File: src/bmc_consts.svh
// Constants for the block magnitude compare sequencer
`ifndef BMC_CONSTS_SVH
`define BMC_CONSTS_SVH

// -----------------------------------------------------------------
// Operation encodings
// -----------------------------------------------------------------
`define BMC_OP_MEM_NOT_BELOW 2'h0
`define BMC_OP_BLK_NOT_BELOW 2'h1
`define BMC_OP_MEM_BORROW 2'h2
`define BMC_OP_BLK_BORROW 2'h3

// -----------------------------------------------------------------
// Flag bit positions in the packed flag word
// -----------------------------------------------------------------
`define BMC_FLAG_SIGN 4
`define BMC_FLAG_ZERO 3
`define BMC_FLAG_NIBBLE 2
`define BMC_FLAG_OVF 1
`define BMC_FLAG_BORROW 0

// -----------------------------------------------------------------
// Reset values
// -----------------------------------------------------------------
`define BMC_PTR_RESET 16'h0000
`define BMC_CNT_RESET 8'h00
`define BMC_FLAGS_RESET 5'h00

`endif

File: src/bmc_pkg.sv
// Types shared by the block magnitude compare sequencer
package bmc_pkg;

  // -----------------------------------------------------------------
  // Operation and state types
  // -----------------------------------------------------------------
  typedef enum logic [1:0] {
    BMC_MEM_NOT_BELOW = 2'h0,
    BMC_BLK_NOT_BELOW = 2'h1,
    BMC_MEM_BORROW = 2'h2,
    BMC_BLK_BORROW = 2'h3
  } bmc_op_t;

  typedef enum logic [2:0] {
    BMC_IDLE = 3'h0,
    BMC_RD_FIRST = 3'h1,
    BMC_RD_SECOND = 3'h2,
    BMC_EXEC = 3'h3,
    BMC_SUSPEND = 3'h4
  } bmc_state_t;

  // -----------------------------------------------------------------
  // Carriers
  // -----------------------------------------------------------------
  typedef struct packed {
    logic sign;
    logic zero;
    logic nibble_borrow_flag;
    logic overflow;
    logic borrow_flag;
  } bmc_flags_t;

  typedef struct packed {
    bmc_op_t op;
    logic descending;
    logic [15:0] first_pointer;
    logic [15:0] second_pointer;
    logic [7:0] count;
    logic [7:0] acc;
  } bmc_start_t;

  typedef struct packed {
    logic [15:0] first_pointer;
    logic [15:0] second_pointer;
    logic [7:0] count;
  } bmc_regs_t;

endpackage

File: src/bmc_compare.sv
// Repeated byte magnitude compare sequencer and flag datapath
//
// Operation
// - mem minus acc, stop at zero count or no borrow
// - first minus second, stop at zero or no borrow
// - mem minus acc, stop at zero or borrow
// - first minus second, stop at zero or borrow
// - pointers step up or down per step
// - accumulator and memory never written
// - suspend between steps for interrupt/service
// - resume from saved pointers and counter
// - continue automatically after macro service
// - flags come from final subtraction
// - sign flag equals result bit seven
// - zero flag set on zero result
// - nibble borrow from bit four into three
// - overflow is borrow six xor seven
// - borrow flag is borrow out of bit seven
// - second byte above first ends a first-minus-second stop-on-borrow run
//
`timescale 1ns/1ps
`default_nettype none
`include "bmc_consts.svh"

module bmc_compare (
  // Clock and reset
  input wire logic clock_i,
  input wire logic sys_rst_i,
  // Instruction start and resume
  input wire logic start_i,
  input wire logic resume_i,
  input wire bmc_pkg::bmc_start_t start_cfg_i,
  input wire bmc_pkg::bmc_regs_t resume_regs_i,
  // Suspension requests
  input wire logic irq_req_i,
  input wire logic macro_req_i,
  input wire logic macro_done_i,
  // Memory read port
  output logic mem_rd_o,
  output logic [15:0] mem_addr_o,
  input wire logic mem_ack_i,
  input wire logic [7:0] mem_data_i,
  // Status and architectural results
  output logic busy_o,
  output logic done_o,
  output logic irq_ack_o,
  output logic macro_ack_o,
  output logic suspended_o,
  output bmc_pkg::bmc_regs_t regs_o,
  output bmc_pkg::bmc_flags_t flags_o
);

  // -----------------------------------------------------------------
  // Subtraction helper
  // -----------------------------------------------------------------
  // Returns {sign, zero, nibble, overflow, borrow} for a minus b
  function automatic logic [4:0] sub_flags(input logic [7:0] a,
                                           input logic [7:0] b);
    logic [8:0] full;
    logic [4:0] low;
    logic [7:0] low7;
    logic b6;
    logic b7;
    begin
      full = {1'b0, a} - {1'b0, b};
      low = {1'b0, a[3:0]} - {1'b0, b[3:0]};
      low7 = {1'b0, a[6:0]} - {1'b0, b[6:0]};
      b6 = low7[7];
      b7 = full[8];
      sub_flags = {full[7], (full[7:0] == 8'h00), low[4], b6 ^ b7, b7};
    end
  endfunction

  // -----------------------------------------------------------------
  // State
  // -----------------------------------------------------------------
  bmc_pkg::bmc_state_t state_reg, state_next;
  bmc_pkg::bmc_op_t op_reg;
  logic desc_reg;
  logic by_macro_reg;
  logic [7:0] acc_reg;
  logic [7:0] first_byte_reg;
  logic [7:0] second_byte_reg;
  logic [15:0] first_ptr_reg;
  logic [15:0] second_ptr_reg;
  logic [7:0] cnt_reg;
  logic [4:0] flags_reg;
  logic mem_rd_reg;
  logic [15:0] mem_addr_reg;
  logic done_reg;
  logic irq_ack_reg;
  logic macro_ack_reg;

  // -----------------------------------------------------------------
  // Step decode
  // -----------------------------------------------------------------
  // Accumulator operand only read; never written back
  wire two_ptr = (op_reg == bmc_pkg::BMC_BLK_NOT_BELOW) ||
                 (op_reg == bmc_pkg::BMC_BLK_BORROW);
  wire stop_on_borrow = (op_reg == bmc_pkg::BMC_MEM_BORROW) ||
                        (op_reg == bmc_pkg::BMC_BLK_BORROW);
  wire [7:0] subtrahend = two_ptr ? second_byte_reg : acc_reg;
  wire [4:0] step_flags = sub_flags(first_byte_reg, subtrahend);
  wire step_borrow = step_flags[`BMC_FLAG_BORROW];
  // Decrement first, then test: zero start gives 256 steps
  wire [7:0] cnt_dec = cnt_reg - 8'h01;
  wire step_end = (cnt_dec == 8'h00) ||
                  (stop_on_borrow ? step_borrow : !step_borrow);
  wire [15:0] ptr_step = desc_reg ? 16'hFFFF : 16'h0001;
  wire susp_req = irq_req_i || macro_req_i;

  // -----------------------------------------------------------------
  // Next state
  // -----------------------------------------------------------------
  // Requests only honoured at a step boundary, never mid-read
  always_comb begin
    state_next = state_reg;
    case (state_reg)
      bmc_pkg::BMC_IDLE: begin
        if (start_i || resume_i) begin
          state_next = bmc_pkg::BMC_RD_FIRST;
        end
      end
      bmc_pkg::BMC_RD_FIRST: begin
        if (mem_ack_i) begin
          state_next = two_ptr ? bmc_pkg::BMC_RD_SECOND
                               : bmc_pkg::BMC_EXEC;
        end
      end
      bmc_pkg::BMC_RD_SECOND: begin
        if (mem_ack_i) begin
          state_next = bmc_pkg::BMC_EXEC;
        end
      end
      bmc_pkg::BMC_EXEC: begin
        if (step_end) begin
          state_next = bmc_pkg::BMC_IDLE;
        end else if (macro_req_i) begin
          state_next = bmc_pkg::BMC_SUSPEND;
        end else if (irq_req_i) begin
          state_next = bmc_pkg::BMC_IDLE;
        end else begin
          state_next = bmc_pkg::BMC_RD_FIRST;
        end
      end
      bmc_pkg::BMC_SUSPEND: begin
        if (macro_done_i) begin
          state_next = bmc_pkg::BMC_RD_FIRST;
        end
      end
      default: begin
        state_next = bmc_pkg::BMC_IDLE;
      end
    endcase
  end

  // -----------------------------------------------------------------
  // Sequencer and datapath registers
  // -----------------------------------------------------------------
  always_ff @(posedge clock_i) begin
    if (sys_rst_i) begin
      state_reg <= bmc_pkg::BMC_IDLE;
    end else begin
      state_reg <= state_next;
    end
  end

  // Operand capture and pointer/counter stepping
  always_ff @(posedge clock_i) begin
    if (sys_rst_i) begin
      op_reg <= bmc_pkg::BMC_MEM_NOT_BELOW;
      desc_reg <= 1'b0;
      acc_reg <= 8'h00;
      first_ptr_reg <= `BMC_PTR_RESET;
      second_ptr_reg <= `BMC_PTR_RESET;
      cnt_reg <= `BMC_CNT_RESET;
      first_byte_reg <= 8'h00;
      second_byte_reg <= 8'h00;
    end else begin
      if (state_reg == bmc_pkg::BMC_IDLE && start_i) begin
        op_reg <= start_cfg_i.op;
        desc_reg <= start_cfg_i.descending;
        acc_reg <= start_cfg_i.acc;
        first_ptr_reg <= start_cfg_i.first_pointer;
        second_ptr_reg <= start_cfg_i.second_pointer;
        cnt_reg <= start_cfg_i.count;
      end else if (state_reg == bmc_pkg::BMC_IDLE && resume_i) begin
        // Op, direction and acc kept from the suspended run
        first_ptr_reg <= resume_regs_i.first_pointer;
        second_ptr_reg <= resume_regs_i.second_pointer;
        cnt_reg <= resume_regs_i.count;
      end
      if (state_reg == bmc_pkg::BMC_RD_FIRST && mem_ack_i) begin
        first_byte_reg <= mem_data_i;
      end
      if (state_reg == bmc_pkg::BMC_RD_SECOND && mem_ack_i) begin
        second_byte_reg <= mem_data_i;
      end
      if (state_reg == bmc_pkg::BMC_EXEC) begin
        first_ptr_reg <= first_ptr_reg + ptr_step;
        if (two_ptr) begin
          second_ptr_reg <= second_ptr_reg + ptr_step;
        end
        cnt_reg <= cnt_dec;
      end
    end
  end

  // Flags track each step, so the final step's values remain
  always_ff @(posedge clock_i) begin
    if (sys_rst_i) begin
      flags_reg <= `BMC_FLAGS_RESET;
    end else if (state_reg == bmc_pkg::BMC_EXEC) begin
      flags_reg <= step_flags;
    end
  end

  // -----------------------------------------------------------------
  // Memory port and handshake outputs
  // -----------------------------------------------------------------
  wire rd_first_next = (state_next == bmc_pkg::BMC_RD_FIRST);
  wire rd_second_next = (state_next == bmc_pkg::BMC_RD_SECOND);
  wire [15:0] first_addr_next =
    (state_reg == bmc_pkg::BMC_IDLE && start_i) ?
      start_cfg_i.first_pointer :
    (state_reg == bmc_pkg::BMC_IDLE) ? resume_regs_i.first_pointer :
    (state_reg == bmc_pkg::BMC_EXEC) ? first_ptr_reg + ptr_step :
    first_ptr_reg;
  wire [15:0] second_addr_next = second_ptr_reg;

  // Read request held until acknowledged
  always_ff @(posedge clock_i) begin
    if (sys_rst_i) begin
      mem_rd_reg <= 1'b0;
      mem_addr_reg <= 16'h0000;
    end else begin
      mem_rd_reg <= (rd_first_next || rd_second_next) &&
                    !(state_reg != state_next ? 1'b0 : mem_ack_i);
      if (rd_first_next) begin
        mem_addr_reg <= first_addr_next;
      end else if (rd_second_next) begin
        mem_addr_reg <= second_addr_next;
      end
    end
  end

  // Completion and acknowledge pulses
  always_ff @(posedge clock_i) begin
    if (sys_rst_i) begin
      done_reg <= 1'b0;
      irq_ack_reg <= 1'b0;
      macro_ack_reg <= 1'b0;
      by_macro_reg <= 1'b0;
    end else begin
      done_reg <= (state_reg == bmc_pkg::BMC_EXEC) && step_end;
      irq_ack_reg <= (state_reg == bmc_pkg::BMC_EXEC) && !step_end &&
                     !macro_req_i && irq_req_i;
      macro_ack_reg <= (state_reg == bmc_pkg::BMC_EXEC) && !step_end &&
                       macro_req_i;
      if (state_next == bmc_pkg::BMC_SUSPEND) begin
        by_macro_reg <= 1'b1;
      end else begin
        by_macro_reg <= 1'b0;
      end
    end
  end

  // -----------------------------------------------------------------
  // Output drive
  // -----------------------------------------------------------------
  assign mem_rd_o = mem_rd_reg;
  assign mem_addr_o = mem_addr_reg;
  assign busy_o = (state_reg != bmc_pkg::BMC_IDLE) && !susp_idle();
  assign done_o = done_reg;
  assign irq_ack_o = irq_ack_reg;
  assign macro_ack_o = macro_ack_reg;
  assign suspended_o = by_macro_reg;
  assign regs_o = {first_ptr_reg, second_ptr_reg, cnt_reg};
  assign flags_o = flags_reg;

  // Busy excludes the macro service wait
  function automatic logic susp_idle();
    susp_idle = (state_reg == bmc_pkg::BMC_SUSPEND);
  endfunction

endmodule
`default_nettype wire

File: config.mk
export PLATFORM = sky130hd
export DESIGN_NAME = bmc_compare
export DESIGN_NICKNAME = d
export VERILOG_FILES = /design/src/bmc_pkg.sv /design/src/bmc_compare.sv
export VERILOG_INCLUDE_DIRS = /design/src
export SDC_FILE = /design/constraint.sdc
export NUM_CORES = 1
export LEC_CHECK = 0
export ABC_AREA = 0
export BUFFER_PORTS_ARGS = -buffer_cell sky130_fd_sc_hd__buf_2
export CAP_MARGIN = 10
export CORE_ASPECT_RATIO = 0.75
export CORE_MARGIN = 2
export CORE_UTILIZATION = 50
export CTS_BUF_LIST = sky130_fd_sc_hd__clkbuf_8
export CTS_CLUSTER_SIZE = 25
export DETAILED_ROUTE_END_ITERATION = 6
export PLACE_DENSITY = 0.88
export SYNTH_ARGS = -nofsm -noshare
export SYNTH_HDL_FRONTEND = slang
export SYNTH_SLANG_ARGS = --single-unit
File: constraint.sdc
create_clock -name clock_i -period 3.3 [get_ports clock_i]
set_input_delay 0.825 -clock clock_i [delete_from_list [all_inputs] [get_ports clock_i]]
set_output_delay 0.825 -clock clock_i [all_outputs]
set_load 0.01 [all_outputs]
======== After elaboration in Yosys (flattened, before gate mapping) ========
Cells that the tools add are included.
operators by class
  add/sub/neg operators ................... 6
  eq/ne operators ......................... 11
  muxes and demuxes ....................... 29
  bitwise logic cells ..................... 1
  reductions and logical operators ........ 27
operators by type and width
  operator                                                             number
  16-bit two-way mux                                                   13
  16-bit adder                                                         2
  8-bit two-way mux                                                    4
  3-bit two-way mux                                                    6
  8-bit zero test                                                      2
  3-bit case mux with 5 select lines                                   1
  1-bit logical AND                                                    11
  3-bit by 2-bit == test with 1-bit output (second input constant)     3
  8-bit by 8-bit subtractor with 9-bit output                          1
  7-bit by 7-bit subtractor with 8-bit output                          1
  8-bit by 1-bit subtractor with 8-bit output (second input constant)  1
  3-bit by 1-bit == test with 1-bit output (second input constant)     2
  3-bit == test (second input constant)                                2
  3-bit nonzero test                                                   2
  1-bit zero test                                                      5
  1-bit logical OR                                                     5
  1-bit two-way mux                                                    5
  4-bit by 4-bit subtractor with 5-bit output                          1
  2-bit == test (second input constant)                                2
  3-bit zero test                                                      1
  3-bit inequality test                                                1
  2-bit by 1-bit == test with 1-bit output (second input constant)     1
  2-bit nonzero test                                                   1
  1-bit XOR                                                            1
word-level totals
  register bits after elaboration ......... 96
  input port bits ......................... 107
  output and inout port bits .............. 67
  word-level logic and storage cells ...... 90

======== Longest topological paths before layout ========
  word-level depth ........................ 13
  mapped depth ............................ 14
  mapped depth without buffers ............ 12

======== Least setup slack after synthesis ========
No wires, ideal clock.
  path kind ............................... reg-to-reg
  start point ............................. register op_reg[0]
  end point ............................... register mem_addr_reg[10], in the netlist mem_addr_o[10]
  library setup time ...................... 122 ps
  arrival ................................. 3,377 ps
  required time ........................... 3,178 ps
  setup slack ............................. -199 ps
  cell stages (with the launch flop) ...... 15
  path buffers ............................ 2
  clock period less this slack ............ 3,499 ps
  cell sequence ........................... dfxtp_1 -> clkbuf_1 -> mux2_2 -> ha_1 -> inv_1 -> fa_1 -> a211oi_2 -> o21ai_1 -> a31oi_2 -> xnor2_1 -> or2_2 -> nor2_1 -> o31a_1 -> buf_2 -> a221o_1
between the ends
  cells in the longest elaborated chain, start to end .. 11
  elaborated cells between the ends (all ways) .. 18
  classes of those cells .................. 1 x add/sub; 5 x eq/ne; 7 x mux; 5 x reduce/logical
RTL lines
  what                                                                                                  RTL line                                                  source
  from (decl)                                                                                           bmc_compare.sv:78                                         bmc_pkg::bmc_op_t op_reg;
  from (signal assigned)                                                                                bmc_compare.sv:171                                        op_reg <= bmc_pkg::BMC_MEM_NOT_BELOW;
  from (signal assigned)                                                                                bmc_compare.sv:181                                        op_reg <= start_cfg_i.op;
  2-bit by 1-bit == test with 1-bit output or 2-bit == test (tied branches)                             bmc_compare.sv:98, bmc_compare.sv:99, bmc_compare.sv:101
  1-bit logical OR                                                                                      bmc_compare.sv:98                                         wire two_ptr = (op_reg == bmc_pkg::BMC_BLK_NOT_BELOW) ||
  8-bit two-way mux                                                                                     bmc_compare.sv:102                                        wire [7:0] subtrahend = two_ptr ? second_byte_reg : acc_reg;
  8-bit by 8-bit subtractor with 9-bit output                                                           bmc_compare.sv:65                                         full = {1'b0, a} - {1'b0, b};
  1-bit zero test                                                                                       bmc_compare.sv:108                                        (stop_on_borrow ? step_borrow : !step_borrow);
  1-bit two-way mux                                                                                     bmc_compare.sv:108
  1-bit logical OR                                                                                      bmc_compare.sv:107                                        wire step_end = (cnt_dec == 8'h00) ||
  3-bit two-way mux                                                                                     bmc_compare.sv:136                                        if (step_end) begin
  3-bit case mux with 5 select lines *                                                                  bmc_compare.sv:118                                        case (state_reg)
  3-bit by 1-bit == test with 1-bit output or 3-bit by 2-bit == test with 1-bit output (tied branches)  bmc_compare.sv:221, bmc_compare.sv:222
  16-bit two-way mux or 2-bit nonzero test (tied branches)                                              n/a
  to (signal assigned)                                                                                  bmc_compare.sv:240                                        mem_addr_reg <= first_addr_next;
  to (signal assigned)                                                                                  bmc_compare.sv:242                                        mem_addr_reg <= second_addr_next;
  to (decl)                                                                                             bmc_compare.sv:89                                         logic [15:0] mem_addr_reg;
Mark *: on every way between the ends. The rest lies on a longest branch, timed or not.
A chain may end at the register's enable or synchronous reset.

======== Worst setup path after layout ========
  start point ............................. register op_reg[0]
  end point ............................... register mem_addr_reg[6], in the netlist mem_addr_o[6]
The elaborated chain is that of the path after synthesis.

==> impl_metrics.env <==
export IMPL_die_h_um=102.7
export IMPL_synth_area_um2=6489
export IMPL_hp_class="register to register"
export IMPL_dp_slack_ps=91.24
export IMPL_fillers=1161
export IMPL_antenna_found_initial=2
export IMPL_holdCritStartpoint="flags_o[3]"
export IMPL_finalCriticalPeriod_ps=3169
export IMPL_grt_start_max_net_pins=51
export IMPL_ys_types=72
export IMPL_cts_root_buf="clkbuf_8"
export IMPL_holdWs_ps=458.2
export IMPL_tightest_slew_ps=732.9
export IMPL_io_buffers=173
export IMPL_async_flop_share_pct=0
export IMPL_crit_path_start_kind="register"
export IMPL_finalMaxSlewViolations=0
export IMPL_cp_slowest_cell="dfxtp_2"
export IMPL_clk_pin_slew_ps=90
export IMPL_synthToLayoutAreaGrowth_pct=20.69
export IMPL_timing_setup_tns_ps=0
export IMPL_fin_area_um2=7831
export IMPL_syn_instance_count=835
export IMPL_die_area_um2=13910
export IMPL_vias_per_cell=6.103
export IMPL_timing_final_crit_share_pct=96.02
export IMPL_synth_edf_count=0
export IMPL_crit_path_end_kind="register"
export IMPL_rrSetupSlack_ps=130
export IMPL_drc=0
export IMPL_max_freq_mhz=315.6
export IMPL_final_antenna_net_count=0
export IMPL_grt_pass1_wl_mm=33.54
export IMPL_slew_headroom_pct=51.02
export IMPL_grt_usage_pct=30.72
export IMPL_firstDrtPassIters=5
export IMPL_drtIter0Drc=735
export IMPL_synthesis_nets=983
export IMPL_wl_per_cell_um=18.48
export IMPL_cts_buffers=9
export IMPL_wirelength_mm=21.68
export IMPL_crit_start="op_reg[0]"
export IMPL_place_gp_congestion=0.9661
export IMPL_rows=36
export IMPL_p_leak_uw=0.003581
export IMPL_core_um2=12840
export IMPL_ys_flop_type="dfxtp_1"
export IMPL_fin_worst_skew_ps=11.37
export IMPL_ys_seq_area_share_pct=29.62
export IMPL_outcome="finished clean"
export IMPL_vdd_ir_drop_max_mv=0.2492
export IMPL_power_density_nw_per_um2=484.8
export IMPL_layoutNonFillerInstCount=1173
export IMPL_fp_dieW_um=135.5
export IMPL_hold_viol_final=0
export IMPL_overflow=0
export IMPL_io_pins=174
export IMPL_worstPathRequired_ps=3570
export IMPL_vias=7159
export IMPL_dpl_instance_area_um2=7570
export IMPL_layout_drive_gt1_share_pct=23.98
export IMPL_critPathMaxStageDelay_ps=340
export IMPL_cts_sinks=96
export IMPL_initial_utilization_pct=50.55
export IMPL_dp_cells=1153
export IMPL_worstReg2RegStart="op_reg[0]"
export IMPL_setup_ws_ps=131.4
export IMPL_hpwl_mm=15.99
export IMPL_final_nets=1144
export IMPL_syn_area_per_cell_um2=7.771
export IMPL_htreeDepth=3
export IMPL_worstSetupPathType="register to register"
export IMPL_ys_warn_count=0
export IMPL_arrival_ps=3440
export IMPL_cts_buffer_depth=2
export IMPL_clock_latency_ps=380
export IMPL_crit_chain="mux2_2 -> ha_2 -> inv_1 -> fa_2 -> a211oi_2 -> o21ai_1 -> a31oi_2 -> xnor2_2 -> nor4_4 -> nor3b_2 -> o31a_1 -> buf_12 -> a221o_1"
export IMPL_max_cap_violations=0
export IMPL_grt_pass1_vias=6429
export IMPL_ys_seq_elements=96
export IMPL_cp_max_fo=16
export IMPL_cts_tree="yes"
export IMPL_setup_viol=0
final timing paths:
| path | end | cells after the start |
|---|---|---|
| worst max-delay path | mem_addr_o[6] | 13 |
| worst min-delay path | flags_o[3] | 2 |
| worst max register to register | mem_addr_o[6] | 13 |
| worst min register to register | flags_o[3] | 2 |
per-layer routing:
metal | vias up | GRT usage [%] | part of all wire [%]
met5 | - | 0 | 0.060
met4 | 2 | 11.78 | 3.3
met3 | 57 | 7.866 | 11
met2 | 429 | 45.57 | 42
met1 | 3271 | 43.01 | 43
li1 | 3400 | - | -
power breakdown:
group	total [µW]	switching (µW)	internal [µW]
registers	1460	161	1300
clock network	824	433	391
logic	1510	872	643
total	3800	1470	2330
worst max-delay path, delay by kind of cell (launching register included):
family	cells	cell delay (ps)
simple gates	2	410
xor+xnor	1	140
fa+ha+maj	2	500
mux	1	220
compound gates	5	1230
buf+inv	2	210
flops	1	340
cells in the final DEF (no fill, tap or decap), drive strengths merged, types with 15 or more instances in the layout:
cell and n:
nor2 81, nand3 25, a211oi 16, mux2i 20, buf 201, o21ai 31, o22ai 20, inv 21
nor3 17, a21oi 84, a221o 17, dfxtp 96, xnor2 15, nor4 15, ha 38, nand2 115
layout make-up:
type | count | area [µm²] | share of cell area [%]
Inverter | 20 | 75.07 | 0.9586
Antenna cell | 1 | 2.502 | 0.03195
Tap cell | 171 | 214.0 | 2.732
Clock buffer | 11 | 151.4 | 1.933
Timing Repair Buffer | 201 | 1105 | 14.11
Sequential cell | 96 | 1924 | 24.57
Multi-Input combinational cell | 668 | 4305 | 54.98
Clock inverter | 5 | 53.80 | 0.6870
timing repair:
action                                  CTS  global route
endpoints found under the setup margin    0            16
hold buffers                              0             0
gates resized for setup                   0             8
setup buffers                             0             3
cells in the mapped netlist (14+ instances only):
cell	n	area [µm²]
a211oi_1	15	112.6
a21oi_1	84	420.4
a221o_1	17	170.2
clkbuf_1	37	138.9
dfxtp_1	96	1922
ha_1	38	475.5
inv_1	20	75.07
mux2i_1	20	200.2
nand2_1	115	431.7
nand3_1	25	125.1
nor2_1	80	300.3
nor3_1	16	80.08
nor4_1	14	87.58
o21ai_0	28	140.1
o22ai_1	20	125.1
xnor2_1	15	131.4
logic make-up (layout without fill, tap and decap cells):
logic type                 after synthesis  after routing  synth area share (%)
muxes                                   23             23                 3.606
and+or+nand+nor                        314            314                 22.70
adders and majority gates               41             41                 8.253
DFF                                     96             96                 29.62
AOI/OAI and AO/OA                      263            263                 27.52
buffers and inverters                   71            237                 4.454
xor gates and xnor gates                27             27                 3.857
other                                    0              1                     0
metrics by stage:
step	utilization, %	total power, µW
detailed placement	58.97	2927
global placement	58.97	2896
CTS	60.57	3742
global route	60.98	4022
floorplan	-	2416
finish	61.00	3796
Note: power is estimated with default switching activity, not from simulation.
